**config.mk**
```make
export PLATFORM = sky130hd
export DESIGN_NAME = tcs_source_ctrl
export DESIGN_NICKNAME = d
export VERILOG_FILES = /design/src/hw/tcs_bmc_tx.v /design/src/hw/tcs_source_ctrl.v
export VERILOG_INCLUDE_DIRS = /design/src /design/src/hw
export SDC_FILE = /design/constraint.sdc
export NUM_CORES = 1
export LEC_CHECK = 0
export BUFFER_PORTS_ARGS = -buffer_cell sky130_fd_sc_hd__buf_4
export CORE_UTILIZATION = 54
export CTS_CLUSTER_DIAMETER = 150
export CTS_CLUSTER_SIZE = 30
export DETAILED_ROUTE_END_ITERATION = 6
export GPL_TIMING_DRIVEN = 0
export HOLD_SLACK_MARGIN = 0.08
export PLACE_DENSITY = 0.84
export SLEW_MARGIN = 20
export SYNTH_ARGS = -nofsm -noshare
export SYNTH_HDL_FRONTEND = slang
export SYNTH_HIERARCHICAL = 1
export SYNTH_SLANG_ARGS = --single-unit
```
**constraint.sdc**
```tcl
create_clock -name ref_clk -period 4 [get_ports ref_clk]
set_input_delay 0.8 -clock ref_clk [delete_from_list [all_inputs] [get_ports ref_clk]]
set_output_delay 0.8 -clock ref_clk [all_outputs]
set_load 0.03 [all_outputs]
```
**src/hw/tcs_defines.vh**
```
// constants for the type-c source attach and bmc transmit block
// included by the design files of this block only
`ifndef TCS_DEFINES_VH
`define TCS_DEFINES_VH

`define TCS_CLK_HZ          10000000
`define TCS_DEB_MS          185
`define TCS_DEB_CYC         ((`TCS_CLK_HZ / 1000) * `TCS_DEB_MS)
`define TCS_DISCHARGE_PIN_MS         650
`define TCS_DISCHARGE_PIN_CYC        ((`TCS_CLK_HZ / 1000) * `TCS_DISCHARGE_PIN_MS)
`define TCS_UI_HALF_CYC     16'd17

`define TCS_ST_UNATT        3'h0
`define TCS_ST_SLEEP        3'h1
`define TCS_ST_ATT3A        3'h2
`define TCS_ST_ATT15        3'h3
`define TCS_ST_DISCHARGE_PIN         3'h4

`define TCS_RP_OFF          2'h0
`define TCS_RP_STD          2'h1
`define TCS_RP_3A0          2'h2
`define TCS_RP_1A5          2'h3

`define TCS_CAP_DATA_BIT    25

`endif

```
**src/hw/tcs_bmc_tx.v**
```verilog
// biphase mark encoder for the cc line
// assumes bit_valid stands while a bit is owed; in the bit_ready cycle it says whether
// another bit follows, so the source drops it there for the last bit
`timescale 1ns/1ns
`include "tcs_defines.vh"

module tcs_bmc_tx #(
    parameter HALF_CYC = `TCS_UI_HALF_CYC
) (
    input  wire        ref_clk,
    input  wire        reset,
    input  wire        bit_valid,
    input  wire        bit_data,
    output wire        bit_ready,
    output reg         line_out,
    output reg         busy
);
    reg  [15:0] cnt_reg;
    reg         half_reg;
    wire        tick = (cnt_reg == HALF_CYC - 16'd1);

    assign bit_ready = busy & tick & half_reg;

    always @(posedge ref_clk or posedge reset) begin
        if (reset) begin
            cnt_reg  <= 16'h0000;
            half_reg <= 1'b0;
            line_out <= 1'b0;
            busy     <= 1'b0;
        end else if (!busy) begin
            cnt_reg  <= 16'h0000;
            half_reg <= 1'b0;
            if (bit_valid) begin
                busy <= 1'b1;
            end
        end else if (tick) begin
            cnt_reg <= 16'h0000;
            if (!half_reg) begin
                half_reg <= 1'b1;
                if (bit_data) begin
                    line_out <= ~line_out;
                end
            end else begin
                half_reg <= 1'b0;
                line_out <= ~line_out;
                busy     <= bit_valid;
            end
        end else begin
            cnt_reg <= cnt_reg + 16'h0001;
        end
    end
endmodule // tcs_bmc_tx

```
**src/hw/tcs_source_ctrl.v**
```verilog
// type-c source attach control with bmc transmit of pd messages
// assumes analog comparators are already synchronous to ref_clk
// msg_word is captured in the msg_start cycle only
// Operation
// - attach on one cc window, debounced, vbus low
// - after attach: vbus on, other rp off, 3a
// - pd-capable sink moves rp to 1.5a
// - detach threshold removes vbus, resume watching
// - both cc high debounced enters sleep
// - bmc: edge each bit end, ones mid
// - tx bias rail high only while sending
// - source caps usb data flag forced zero
// - bleed pulldown from attach until contract
// - supply bleed current from attach until contract
// - first overtemp threshold stops discharge transistor
// - check supply sense before gate drive on
// - 5 v default, higher only negotiated
// - attach indicator low after debounce
// - slow discharge: hard reset, then retry
`timescale 1ns/1ns
`include "tcs_defines.vh"

module tcs_source_ctrl #(
    parameter DEB_CYC  = `TCS_DEB_CYC,
    parameter DISCHARGE_PIN_CYC = `TCS_DISCHARGE_PIN_CYC,
    parameter MSG_BITS = 32
) (
    input  wire                ref_clk,
    input  wire                reset,
    input  wire                cc1_in_window,
    input  wire                cc2_in_window,
    input  wire                cc1_above_rd,
    input  wire                cc2_above_rd,
    input  wire                cc_detach,
    input  wire                vbus_low,
    input  wire                vbus_safe0,
    input  wire                wake_cmp,
    input  wire                supply_ok,
    input  wire                sink_pd_capable,
    input  wire                contract_done,
    input  wire                hi_volt_agreed,
    input  wire                overtemp_threshold_one,
    input  wire                msg_start,
    input  wire                msg_is_caps,
    input  wire [MSG_BITS-1:0] msg_word,
    output reg  [1:0]          cc1_rp_sel,
    output reg  [1:0]          cc2_rp_sel,
    output reg                 sleep_mode,
    output reg                 orient_cc2,
    output reg                 vbus_gate_drive,
    output reg                 attach_indicator_out_n,
    output reg                 bleed_pulldown,
    output reg                 supply_bleed_current,
    output reg                 discharge_pin,
    output reg                 overtemp_shutdown,
    output reg                 sel_high_volt,
    output reg                 hard_reset_req,
    output reg                 tx_bias_rail,
    output wire                tx_line,
    output wire                tx_busy
);
    reg  [2:0]          state_reg;
    reg  [31:0]         deb_reg;
    reg  [31:0]         discharge_pin_reg;
    reg  [MSG_BITS-1:0] sh_reg;
    reg  [7:0]          left_reg;
    reg                 deb_att_reg;    // 1 while the debounce counter times an attach
    wire                one_cc = cc1_in_window ^ cc2_in_window;
    wire                att_ok = one_cc & vbus_low;
    wire                both_hi = cc1_above_rd & cc2_above_rd;
    wire                attached = (state_reg == `TCS_ST_ATT3A) |
                                   (state_reg == `TCS_ST_ATT15);
    wire                bit_ready;
    wire                deb_done = (deb_reg == DEB_CYC - 1);
    // valid must fall in the cycle the last bit is taken, otherwise the encoder
    // would run one extra bit after the bit count has already reached zero
    wire                bits_left = (left_reg != 8'h00) &
                                    ~(bit_ready & (left_reg == 8'h01));

    tcs_bmc_tx u_bmc (
        .ref_clk   (ref_clk),
        .reset     (reset),
        .bit_valid (bits_left),
        .bit_data  (sh_reg[0]),
        .bit_ready (bit_ready),
        .line_out  (tx_line),
        .busy      (tx_busy)
    );

    // message shifter; the caps data flag is cleared on the way in
    always @(posedge ref_clk or posedge reset) begin
        if (reset) begin
            sh_reg       <= {MSG_BITS{1'b0}};
            left_reg     <= 8'h00;
            tx_bias_rail <= 1'b0;
        end else begin
            if (msg_start && left_reg == 8'h00 && !tx_busy && attached) begin
                sh_reg   <= msg_word;
                if (msg_is_caps) begin
                    sh_reg[`TCS_CAP_DATA_BIT] <= 1'b0;
                end
                left_reg <= MSG_BITS[7:0];
            end else if (bit_ready && left_reg != 8'h00) begin
                sh_reg   <= sh_reg >> 1;
                left_reg <= left_reg - 8'h01;
            end
            // one flop late, so the rail still covers the closing edge of the last bit
            tx_bias_rail <= (left_reg != 8'h00) | tx_busy;
        end
    end

    always @(posedge ref_clk or posedge reset) begin
        if (reset) begin
            state_reg              <= `TCS_ST_UNATT;
            deb_reg                <= 32'h0;
            deb_att_reg            <= 1'b0;
            discharge_pin_reg               <= 32'h0;
            cc1_rp_sel             <= `TCS_RP_STD;
            cc2_rp_sel             <= `TCS_RP_STD;
            sleep_mode             <= 1'b0;
            orient_cc2             <= 1'b0;
            vbus_gate_drive        <= 1'b0;
            attach_indicator_out_n <= 1'b1;
            bleed_pulldown         <= 1'b0;
            supply_bleed_current   <= 1'b0;
            discharge_pin          <= 1'b0;
            overtemp_shutdown      <= 1'b0;
            sel_high_volt          <= 1'b0;
            hard_reset_req         <= 1'b0;
        end else begin
            hard_reset_req    <= 1'b0;
            // one flop behind the comparator, no hysteresis of its own
            overtemp_shutdown <= overtemp_threshold_one;
            case (state_reg)
                `TCS_ST_UNATT, `TCS_ST_SLEEP: begin
                    sleep_mode <= (state_reg == `TCS_ST_SLEEP);
                    if (att_ok) begin
                        if (!deb_att_reg) begin
                            // counter was timing sleep: attach time starts afresh
                            deb_reg     <= 32'h1;
                            deb_att_reg <= 1'b1;
                        end else if (deb_done && supply_ok) begin
                            deb_reg                <= 32'h0;
                            state_reg              <= `TCS_ST_ATT3A;
                            orient_cc2             <= cc2_in_window;
                            vbus_gate_drive        <= 1'b1;
                            cc1_rp_sel <= cc1_in_window ? `TCS_RP_3A0 : `TCS_RP_OFF;
                            cc2_rp_sel <= cc2_in_window ? `TCS_RP_3A0 : `TCS_RP_OFF;
                            attach_indicator_out_n <= 1'b0;
                            bleed_pulldown         <= 1'b1;
                            supply_bleed_current   <= 1'b1;
                            sleep_mode             <= 1'b0;
                        end else if (!deb_done) begin
                            deb_reg <= deb_reg + 32'h1;
                        end
                    end else if (both_hi && state_reg == `TCS_ST_UNATT) begin
                        // sleep uses the same debounce counter
                        if (deb_att_reg) begin
                            deb_reg     <= 32'h1;
                            deb_att_reg <= 1'b0;
                        end else if (deb_done) begin
                            deb_reg   <= 32'h0;
                            state_reg <= `TCS_ST_SLEEP;
                        end else begin
                            deb_reg <= deb_reg + 32'h1;
                        end
                    end else begin
                        deb_reg <= 32'h0;
                        if (state_reg == `TCS_ST_SLEEP && !wake_cmp && !both_hi) begin
                            state_reg <= `TCS_ST_UNATT;
                        end
                    end
                end
                `TCS_ST_ATT3A, `TCS_ST_ATT15: begin
                    if (sink_pd_capable) begin
                        state_reg <= `TCS_ST_ATT15;
                        // only the connected pin carries rp; the other stays off
                        if (orient_cc2) begin
                            cc2_rp_sel <= `TCS_RP_1A5;
                        end else begin
                            cc1_rp_sel <= `TCS_RP_1A5;
                        end
                    end
                    if (contract_done) begin
                        bleed_pulldown       <= 1'b0;
                        supply_bleed_current <= 1'b0;
                    end
                    // higher voltage only once a contract names it
                    sel_high_volt <= contract_done & hi_volt_agreed;
                    // bleeds come back on so the supply falls while vbus discharges
                    if (cc_detach) begin
                        state_reg       <= `TCS_ST_DISCHARGE_PIN;
                        vbus_gate_drive <= 1'b0;
                        sel_high_volt   <= 1'b0;
                        attach_indicator_out_n <= 1'b1;
                        bleed_pulldown  <= 1'b1;
                        supply_bleed_current <= 1'b1;
                        discharge_pin_reg        <= 32'h0;
                    end
                end
                // discharge retries with a hard reset until vbus reads safe
                default: begin
                    discharge_pin <= ~overtemp_threshold_one;
                    cc1_rp_sel    <= `TCS_RP_STD;
                    cc2_rp_sel    <= `TCS_RP_STD;
                    if (vbus_safe0) begin
                        state_reg      <= `TCS_ST_UNATT;
                        discharge_pin  <= 1'b0;
                        bleed_pulldown <= 1'b0;
                        supply_bleed_current <= 1'b0;
                    end else if (discharge_pin_reg == DISCHARGE_PIN_CYC - 1) begin
                        hard_reset_req <= 1'b1;
                        discharge_pin_reg       <= 32'h0;
                    end else begin
                        discharge_pin_reg <= discharge_pin_reg + 32'h1;
                    end
                end
            endcase
        end
    end
endmodule // tcs_source_ctrl

```
==> flow_summary.json, run 1 <==
{
  "synth_top_area_frac": 0.484,
  "nets": 878,
  "worstHoldPathType": "register to register",
  "layout_commonest_cell": "dfrtp_1",
  "rr_startpoint": "u_bmc/cnt_reg[0]$_DFF_PP0_",
  "maxSlewViolCount": 0,
  "synth_top_area_cell": "dfrtp_1",
  "place_ws_ns": 1.17,
  "avgSynthCellArea_um2": 9.71,
  "fin_crit_sh": 0.729,
  "cts_tree": "yes",
  "clock-root-buffer": "clkbuf_16",
  "drt_first_pass_iters": 5,
  "drt_wl_total_mm": 16.1,
  "grt_pass1_vias": 5538,
  "wl_met1_mm": 7.32,
  "hold_viol": 0,
  "crit_buf_inv": 2,
  "syn_area_um2": 7140,
  "fin_crit_ns": 2.91,
  "drt_iter0_markers": 448,
  "start_kind": "register",
  "whs_ns": 0.475,
  "regArea_um2": 3530,
  "remaining_drc_errors": 0,
  "synth_edf_count": 0,
  "ctsResizeCount": 0,
  "critPathKind": "register to register",
  "leakagePower_nw": 3.77,
  "worstHoldStart": "left_reg[4]$_DFFE_PP0P_",
  "routed.top_layer": "met4",
  "setup_tns_ns": 0,
  "synth_seq_cells": 141,
  "vias": 5895,
  "fp-row-count": 41,
  "final_antenna_net_count": 0,
  "cts_setup_buffers": 0,
  "synth-main-ff-cell": "dfrtp_1",
  "htreeDepth": 4,
  "multi_input_area_um2": 3380,
  "worstSetupEndpointType": "register",
  "synth_mux_area_frac": 0.0116,
  "area_delta_synth_final_pct": 18.7,
  "wl_per_cell_um": 16.0,
  "insertion_delay_ns": 0.43,
  "gp_congestion": 0.901,
  "die_x_um": 117,
  "synth_compound_area_frac": 0.109,
  "crit_family": "simple AND/OR/NAND/NOR gates",
  "yosys.area_share.simple": 0.250,
  "mostFrequentLayoutCells": "dfrtp_1 (138), nand2_1 (96), buf_4 (67)",
  "hold_buffers": 0,
  "antennaDiodeCount": 0,
  "grt_pass1_wl_mm": 26.6,
  "rsz0062_at_grt": "no",
  "wl_met3_um": 857,
  "synth.area.top_cells": "dfrtp_1 (48%), xor2_1 (5.9%), nand2_1 (5.0%)",
  "finalCoreUtilization": 0.663,
  "fmax_mhz": 343,
  "initial_core_util": 0.559,
  "grt_antenna_before_repair": 0,
  "coreArea_um2": 12800,
  "drive_above_1_share": 0.165,
  "synth_xor_area_frac": 0.0908,
  "grtUsageTotal": 0.256,
  "cp_slowest_cell": "dfrtp_1",
  "crit_fanout": 10,
  "synth_top_family_by_area": "simple AND/OR/NAND/NOR gates",
  "syn_inst": 735,
  "cp_cell_sequence": "inv_1 > ha_1 > nor3b_1 > and4_1 > and3_1 > o31a_1 > clkbuf_1 > nand3_1 > o21ai_0 > or3b_1",
  "finalWorstSetupSlack_ns": 1.09,
  "power_density_nw_per_um2": 379,
  "outcome": "completed",
  "largest_reg_flops": 33,
  "post-dp-hpwl_mm": 11.2,
  "whs_path_depth": 1,
  "path_clk_slew_ns": 0.06,
  "stdcell_count": 1007,
  "tightest_slew_ns": 1.02,
  "synthDistinctLibCells": 64,
  "overflow": 0,
  "regToRegEndpoint": "left_reg[5]$_DFFE_PP0P_",
  "fp.dieArea_um2": 13700,
  "synthAdderAreaFrac": 0.0123,
  "io_buffers": 65,
  "numCtsBuffers": 17,
  "maxCapViolations": 0,
  "via_per_inst": 5.85,
  "dr_wl_met2_mm": 7.53,
  "pin_count": 66,
  "critPathMaxStageDelay_ns": 0.42,
  "path_depth": 10,
  "skew_ns": 0.00972,
  "required_ns": 4.31,
  "post-place-cells": 975,
  "seq_area_frac_synth": 0.495,
  "setup-violations-final": 0,
  "crit_path_end": "left_reg[5]$_DFFE_PP0P_",
  "reg2reg_slack_ns": 1.09,
  "numClockSinks": 141,
  "grt_start_max_net_pins": 33,
  "relSlewSlack": 0.317,
  "critPathArrivalTime_ns": 3.22,
  "clockBufferDepth": 2,
  "crit_start": "u_bmc/cnt_reg[0]$_DFF_PP0_",
  "yosysWarnings": 6,
  "ys_async_sr_fraction": 1.00,
  "ir_drop_mv": 0.328,
  "nFillCells": 983,
  "die_h_um": 117,
  "reg2reg_depth": 10,
  "synth.net_count": 791
}
-- Yosys cell counts, drive strengths merged, types with 5 or more instances --
cell	instances
a21oi	39
xor2	48
nand4	33
o21ai	18
mux2i	6
or3	10
ha	7
and3	9
xnor2	26
nand2	97
nand3	38
a22oi	34
nor2	61
dfrtp	138
o31ai	5
nor3	21
nor4	21
clkbuf	16
or4	5
and2	6
inv	22
buf	14
nor4b	6
-- logic make-up (layout without fill, tap and decap cells) --
group | after synthesis | in the layout
AO/OA/AOI/OAI | 121 | 121
multiplexers | 8 | 8
XOR/XNOR | 74 | 74
adder cells (fa/ha/maj) | 7 | 7
buffers and inverters | 52 | 152
flip-flops | 141 | 141
AND/OR/NAND/NOR | 332 | 332
-- routing by layer --
metal  vias up  track usage
met3        31       0.0695
met4         0        0.110
met5         -            0
li1       2814            -
met2       180        0.398
met1      2870        0.340
-- layout make-up --
class                      instances  area share
clock buffer                      17      0.0502
tap                              172      0.0254
timing repair buffer              68      0.0647
sequential                       141       0.417
multi-input combinational        542       0.399
buffer                            30      0.0165
clock inverter                    15      0.0165
inverter                          22      0.0102
-- how the worst min path moves through the flow --
stage | endpoint | slack, ns
floorplan | left_reg[7]$_DFFE_PP0P_ | 0.43
global placement | left_reg[4]$_DFFE_PP0P_ | 0.45
detailed placement | left_reg[4]$_DFFE_PP0P_ | 0.45
CTS | overtemp_shutdown$_DFF_PP0_ | 0.47
global route | overtemp_shutdown$_DFF_PP0_ | 0.47
finish | left_reg[4]$_DFFE_PP0P_ | 0.47
-- report_power, final --
part / internal (mW) / total (mW) / switching [mW] / leakage (nW)
clock network: 0.861 / 1.49 / 0.631 / 0.260
logic: 0.105 / 0.236 / 0.131 / 1.64
registers: 1.45 / 1.48 / 0.0250 / 1.87
total: 2.42 / 3.21 / 0.788 / 3.77
-- metrics by stage --
step	instance area [um^2]	total power, mW
floorplan	7140	1.64
global placement	7850	1.73
detailed placement	7910	1.74
CTS	8470	3.24
global route	8470	3.32
finish	8470	3.21
(Power assumes the default switching activity.)
==> inputs of run 2 (changes only) <==
--- a/config.mk
+++ b/config.mk
@@ -6,14 +6,15 @@
 export SDC_FILE = /design/constraint.sdc
 export NUM_CORES = 1
 export LEC_CHECK = 0
+export ABC_AREA = 1
 export BUFFER_PORTS_ARGS = -buffer_cell sky130_fd_sc_hd__buf_4
-export CORE_UTILIZATION = 54
+export CORE_UTILIZATION = 55
 export CTS_CLUSTER_DIAMETER = 150
 export CTS_CLUSTER_SIZE = 30
 export DETAILED_ROUTE_END_ITERATION = 6
 export GPL_TIMING_DRIVEN = 0
 export HOLD_SLACK_MARGIN = 0.08
-export PLACE_DENSITY = 0.84
+export PLACE_DENSITY = 0.85
 export SLEW_MARGIN = 20
 export SYNTH_ARGS = -nofsm -noshare
 export SYNTH_HDL_FRONTEND = slang
==> constraint.sdc (replaced) <==
create_clock -name ref_clk -period 2.3 [get_ports ref_clk]
set_input_delay 0.46 -clock ref_clk [delete_from_list [all_inputs] [get_ports ref_clk]]
set_output_delay 0.46 -clock ref_clk [all_outputs]
set_load 0.03 [all_outputs]
==> run 2 against run 1 <==
Net effect: worst hold slack lost 0.34 ns; fmax grew 37%; clock skew shrank 0.0031 ns; design area grew 17%; non-clock buffer count shrank 2; count of clock-buffer cells in the layout is the same; clock power grew 85%; final cell count grew 47%; setup slack lost 0.91 ns.
==> flow_summary.json, run 2 <==
{
  "outcome": "completed",
  "initial_core_util": 0.561,
  "vias": 8209,
  "syn_inst": 1192,
  "die_x_um": 126,
  "grt_pass1_vias": 7794,
  "synth-main-ff-cell": "dfrtp_1",
  "critPathArrivalTime_ns": 2.40,
  "final_antenna_net_count": 0,
  "critPathKind": "register to register",
  "synth_compound_area_frac": 0.0695,
  "synth_top_family_by_area": "simple AND/OR/NAND/NOR gates",
  "io_buffers": 65,
  "area_delta_synth_final_pct": 16.4,
  "regToRegEndpoint": "sh_reg[24]$_DFFE_PP0P_",
  "switching_power_mw": 2.67,
  "nets": 1335,
  "leakagePower_nw": 4.85,
  "fp.dieArea_um2": 15900,
  "remaining_drc_errors": 0,
  "fp-row-count": 45,
  "p_total_mw": 7.62,
  "pwr-share-seq": 0.394,
  "cts_tree": "yes",
  "maxSlewViolCount": 0,
  "synth_top_area_frac": 0.406,
  "overflow": 0,
  "required_ns": 2.58,
  "die_h_um": 126,
  "mostFrequentLayoutCells": "nand2_1 (313), nor2_1 (196), inv_1 (157)",
  "synth_seq_cells": 141,
  "grt_antenna_before_repair": 0,
  "intPower_mw": 4.95,
  "synth_most_common_cell": "nand2_1",
  "syn_area_um2": 8500,
  "synth_mux_area_frac": 0,
  "reg2reg_slack_ns": 0.18,
  "drt_first_pass_iters": 5,
  "synth_top_area_cell": "dfrtp_1",
  "coreArea_um2": 15100,
  "finalWorstSetupSlack_ns": 0.179,
  "ys_async_sr_fraction": 1.00,
  "drt_iter0_markers": 853,
  "fmax_mhz": 472,
  "placed_cell_area_um2": 9280,
  "pin_count": 66,
  "reg2reg_depth": 10,
  "layout_commonest_cell": "nand2_1",
  "numClockSinks": 141,
  "synth_commonest_cells": "nand2_1 (314), nor2_1 (199), inv_1 (158)",
  "synth.net_count": 1248,
  "yosysWarnings": 6,
  "grt_start_max_net_pins": 35,
  "synth_xor_area_frac": 0.0268,
  "synthDistinctLibCells": 46,
  "worstHoldPathType": "primary input to asynchronous set/reset pin",
  "rsz0062_at_grt": "no",
  "skew_ns": 0.00665,
  "final_cell_area_um2": 9890,
  "worstSetupEndpointType": "register",
  "maxCapViolations": 0,
  "fin_crit_ns": 2.12,
  "synth_edf_count": 0,
  "seq_area_frac_synth": 0.416,
  "whs_ns": 0.133,
  "relSlewSlack": 0.496,
  "power_density_nw_per_um2": 771,
  "synthAdderAreaFrac": 0.0103,
  "clockBufferDepth": 2,
  "grt_pass1_wl_mm": 36.3,
  "largest_reg_flops": 33,
  "place_ws_ns": 0.143,
  "grtUsageTotal": 0.285,
  "gp_congestion": 0.959,
  "power_frac_clock": 0.362,
  "cts_setup_buffers": 0,
  "drive_above_1_share": 0.141,
  "insertion_delay_ns": 0.43,
  "start_kind": "register",
  "post-dp-hpwl_mm": 15.5,
  "path_clk_slew_ns": 0.06,
  "clock-root-buffer": "clkbuf_16",
  "finalCoreUtilization": 0.653,
  "hold_viol": 0,
  "p_comb_frac": 0.244,
  "via_per_inst": 5.55,
  "yosys.area_share.simple": 0.385,
  "htreeDepth": 4,
  "ir_drop_mv": 0.627,
  "numCtsBuffers": 17,
  "antennaDiodeCount": 0,
  "setup-violations-final": 0,
  "crit_fanout": 10,
  "rr_startpoint": "u_bmc/cnt_reg[0]$_DFF_PP0_",
  "netSwitchingFraction": 0.350,
  "avgSynthCellArea_um2": 7.13,
  "wl_per_cell_um": 14.4,
  "drt_wl_total_mm": 21.3,
  "fin_crit_sh": 0.922,
  "synth.area.top_cells": "dfrtp_1 (41%), nand2_1 (14%), nor2_1 (8.8%)",
  "tightest_slew_ns": 0.756
}
## run 2: cells by family (layout without fill, tap and decap cells)
group           Yosys count  after routing
compound gates           88             88
xor+xnor                 26             26
fa+ha+maj                 7              7
buf+inv                 197            296
flops                   141            141
simple gates            733            733
## run 2: worst max path at each step
stage | startpoint | to | slack, ns | depth (start not counted)
3_3_place_gp | reset | deb_reg[30]$_DFFE_PP0P_ | -0.47 | 2
3_5_place_dp | u_bmc/cnt_reg[0]$_DFF_PP0_ | sh_reg[24]$_DFFE_PP0P_ | 0.14 | 10
5_1_grt | discharge_pin_reg[0]$_DFFE_PP0P_ | discharge_pin_reg[6]$_DFFE_PP0P_ | 0.04 | 11
2_1_floorplan | reset | cc1_rp_sel[1]$_DFFE_PP0P_ | 0.35 | 1
6_report | u_bmc/cnt_reg[0]$_DFF_PP0_ | sh_reg[24]$_DFFE_PP0P_ | 0.18 | 10
4_1_cts | u_bmc/cnt_reg[0]$_DFF_PP0_ | sh_reg[24]$_DFFE_PP0P_ | 0.06 | 10
## run 2: power by group through the flow
| stage | combinational (mW) | sequential (mW) | clock, mW |
|---|---|---|---|
| 6_report | 1.86 | 3.01 | 2.76 |
| 5_1_grt | 2.05 | 3.04 | 2.90 |
| 4_1_cts | 1.85 | 3.00 | 2.78 |
| 3_5_place_dp | 1.85 | 3.04 | 0 |
| 3_3_place_gp | 1.78 | 3.03 | 0 |
| 2_1_floorplan | 1.16 | 3.09 | 0 |
## run 2: repair_timing
action / CTS / global route
endpoints found under the setup margin: 0 / 43
resized for setup: 0 / 6
hold buffers: 0 / 0
## run 2: metal layers
| metal | global-route usage | vias up | wire [um] | part of all wire |
|---|---|---|---|---|
| met5 | 0 | - | 0 | 0 |
| met4 | 0.137 | 0 | 703 | 0.033 |
| met3 | 0.0518 | 63 | 1440 | 0.068 |
| met2 | 0.454 | 312 | 10000 | 0.47 |
| met1 | 0.377 | 3820 | 9130 | 0.43 |
| li1 | - | 4014 | - | - |
## run 2: cell type report
type,instances,area (um^2)
repair buffers,68,548
well taps,188,235
clock buffers,17,425
fillers,1293,5260
multi-input cells,854,4200
clock inverters,14,158
inverters,169,641
flip-flops and latches,141,3530
plain buffers,28,153
## run 2: critical path, stage by stage (launching register included)
cell	delay [ns]
dfrtp_1	0.41
inv_1	0.13
ha_1	0.19
nand4_1	0.12
nor2_1	0.12
nand3_1	0.10
nor2_2	0.18
o21ai_4	0.14
nand2_2	0.17
buf_2	0.24
o221ai_1	0.16
## run 2: through the flow
step           TNS, ns  cells
2_1_floorplan        0   1192
3_3_place_gp    -55.72   1445
3_5_place_dp         0   1448
4_1_cts              0   1479
5_1_grt              0   1479
6_report             0   1479
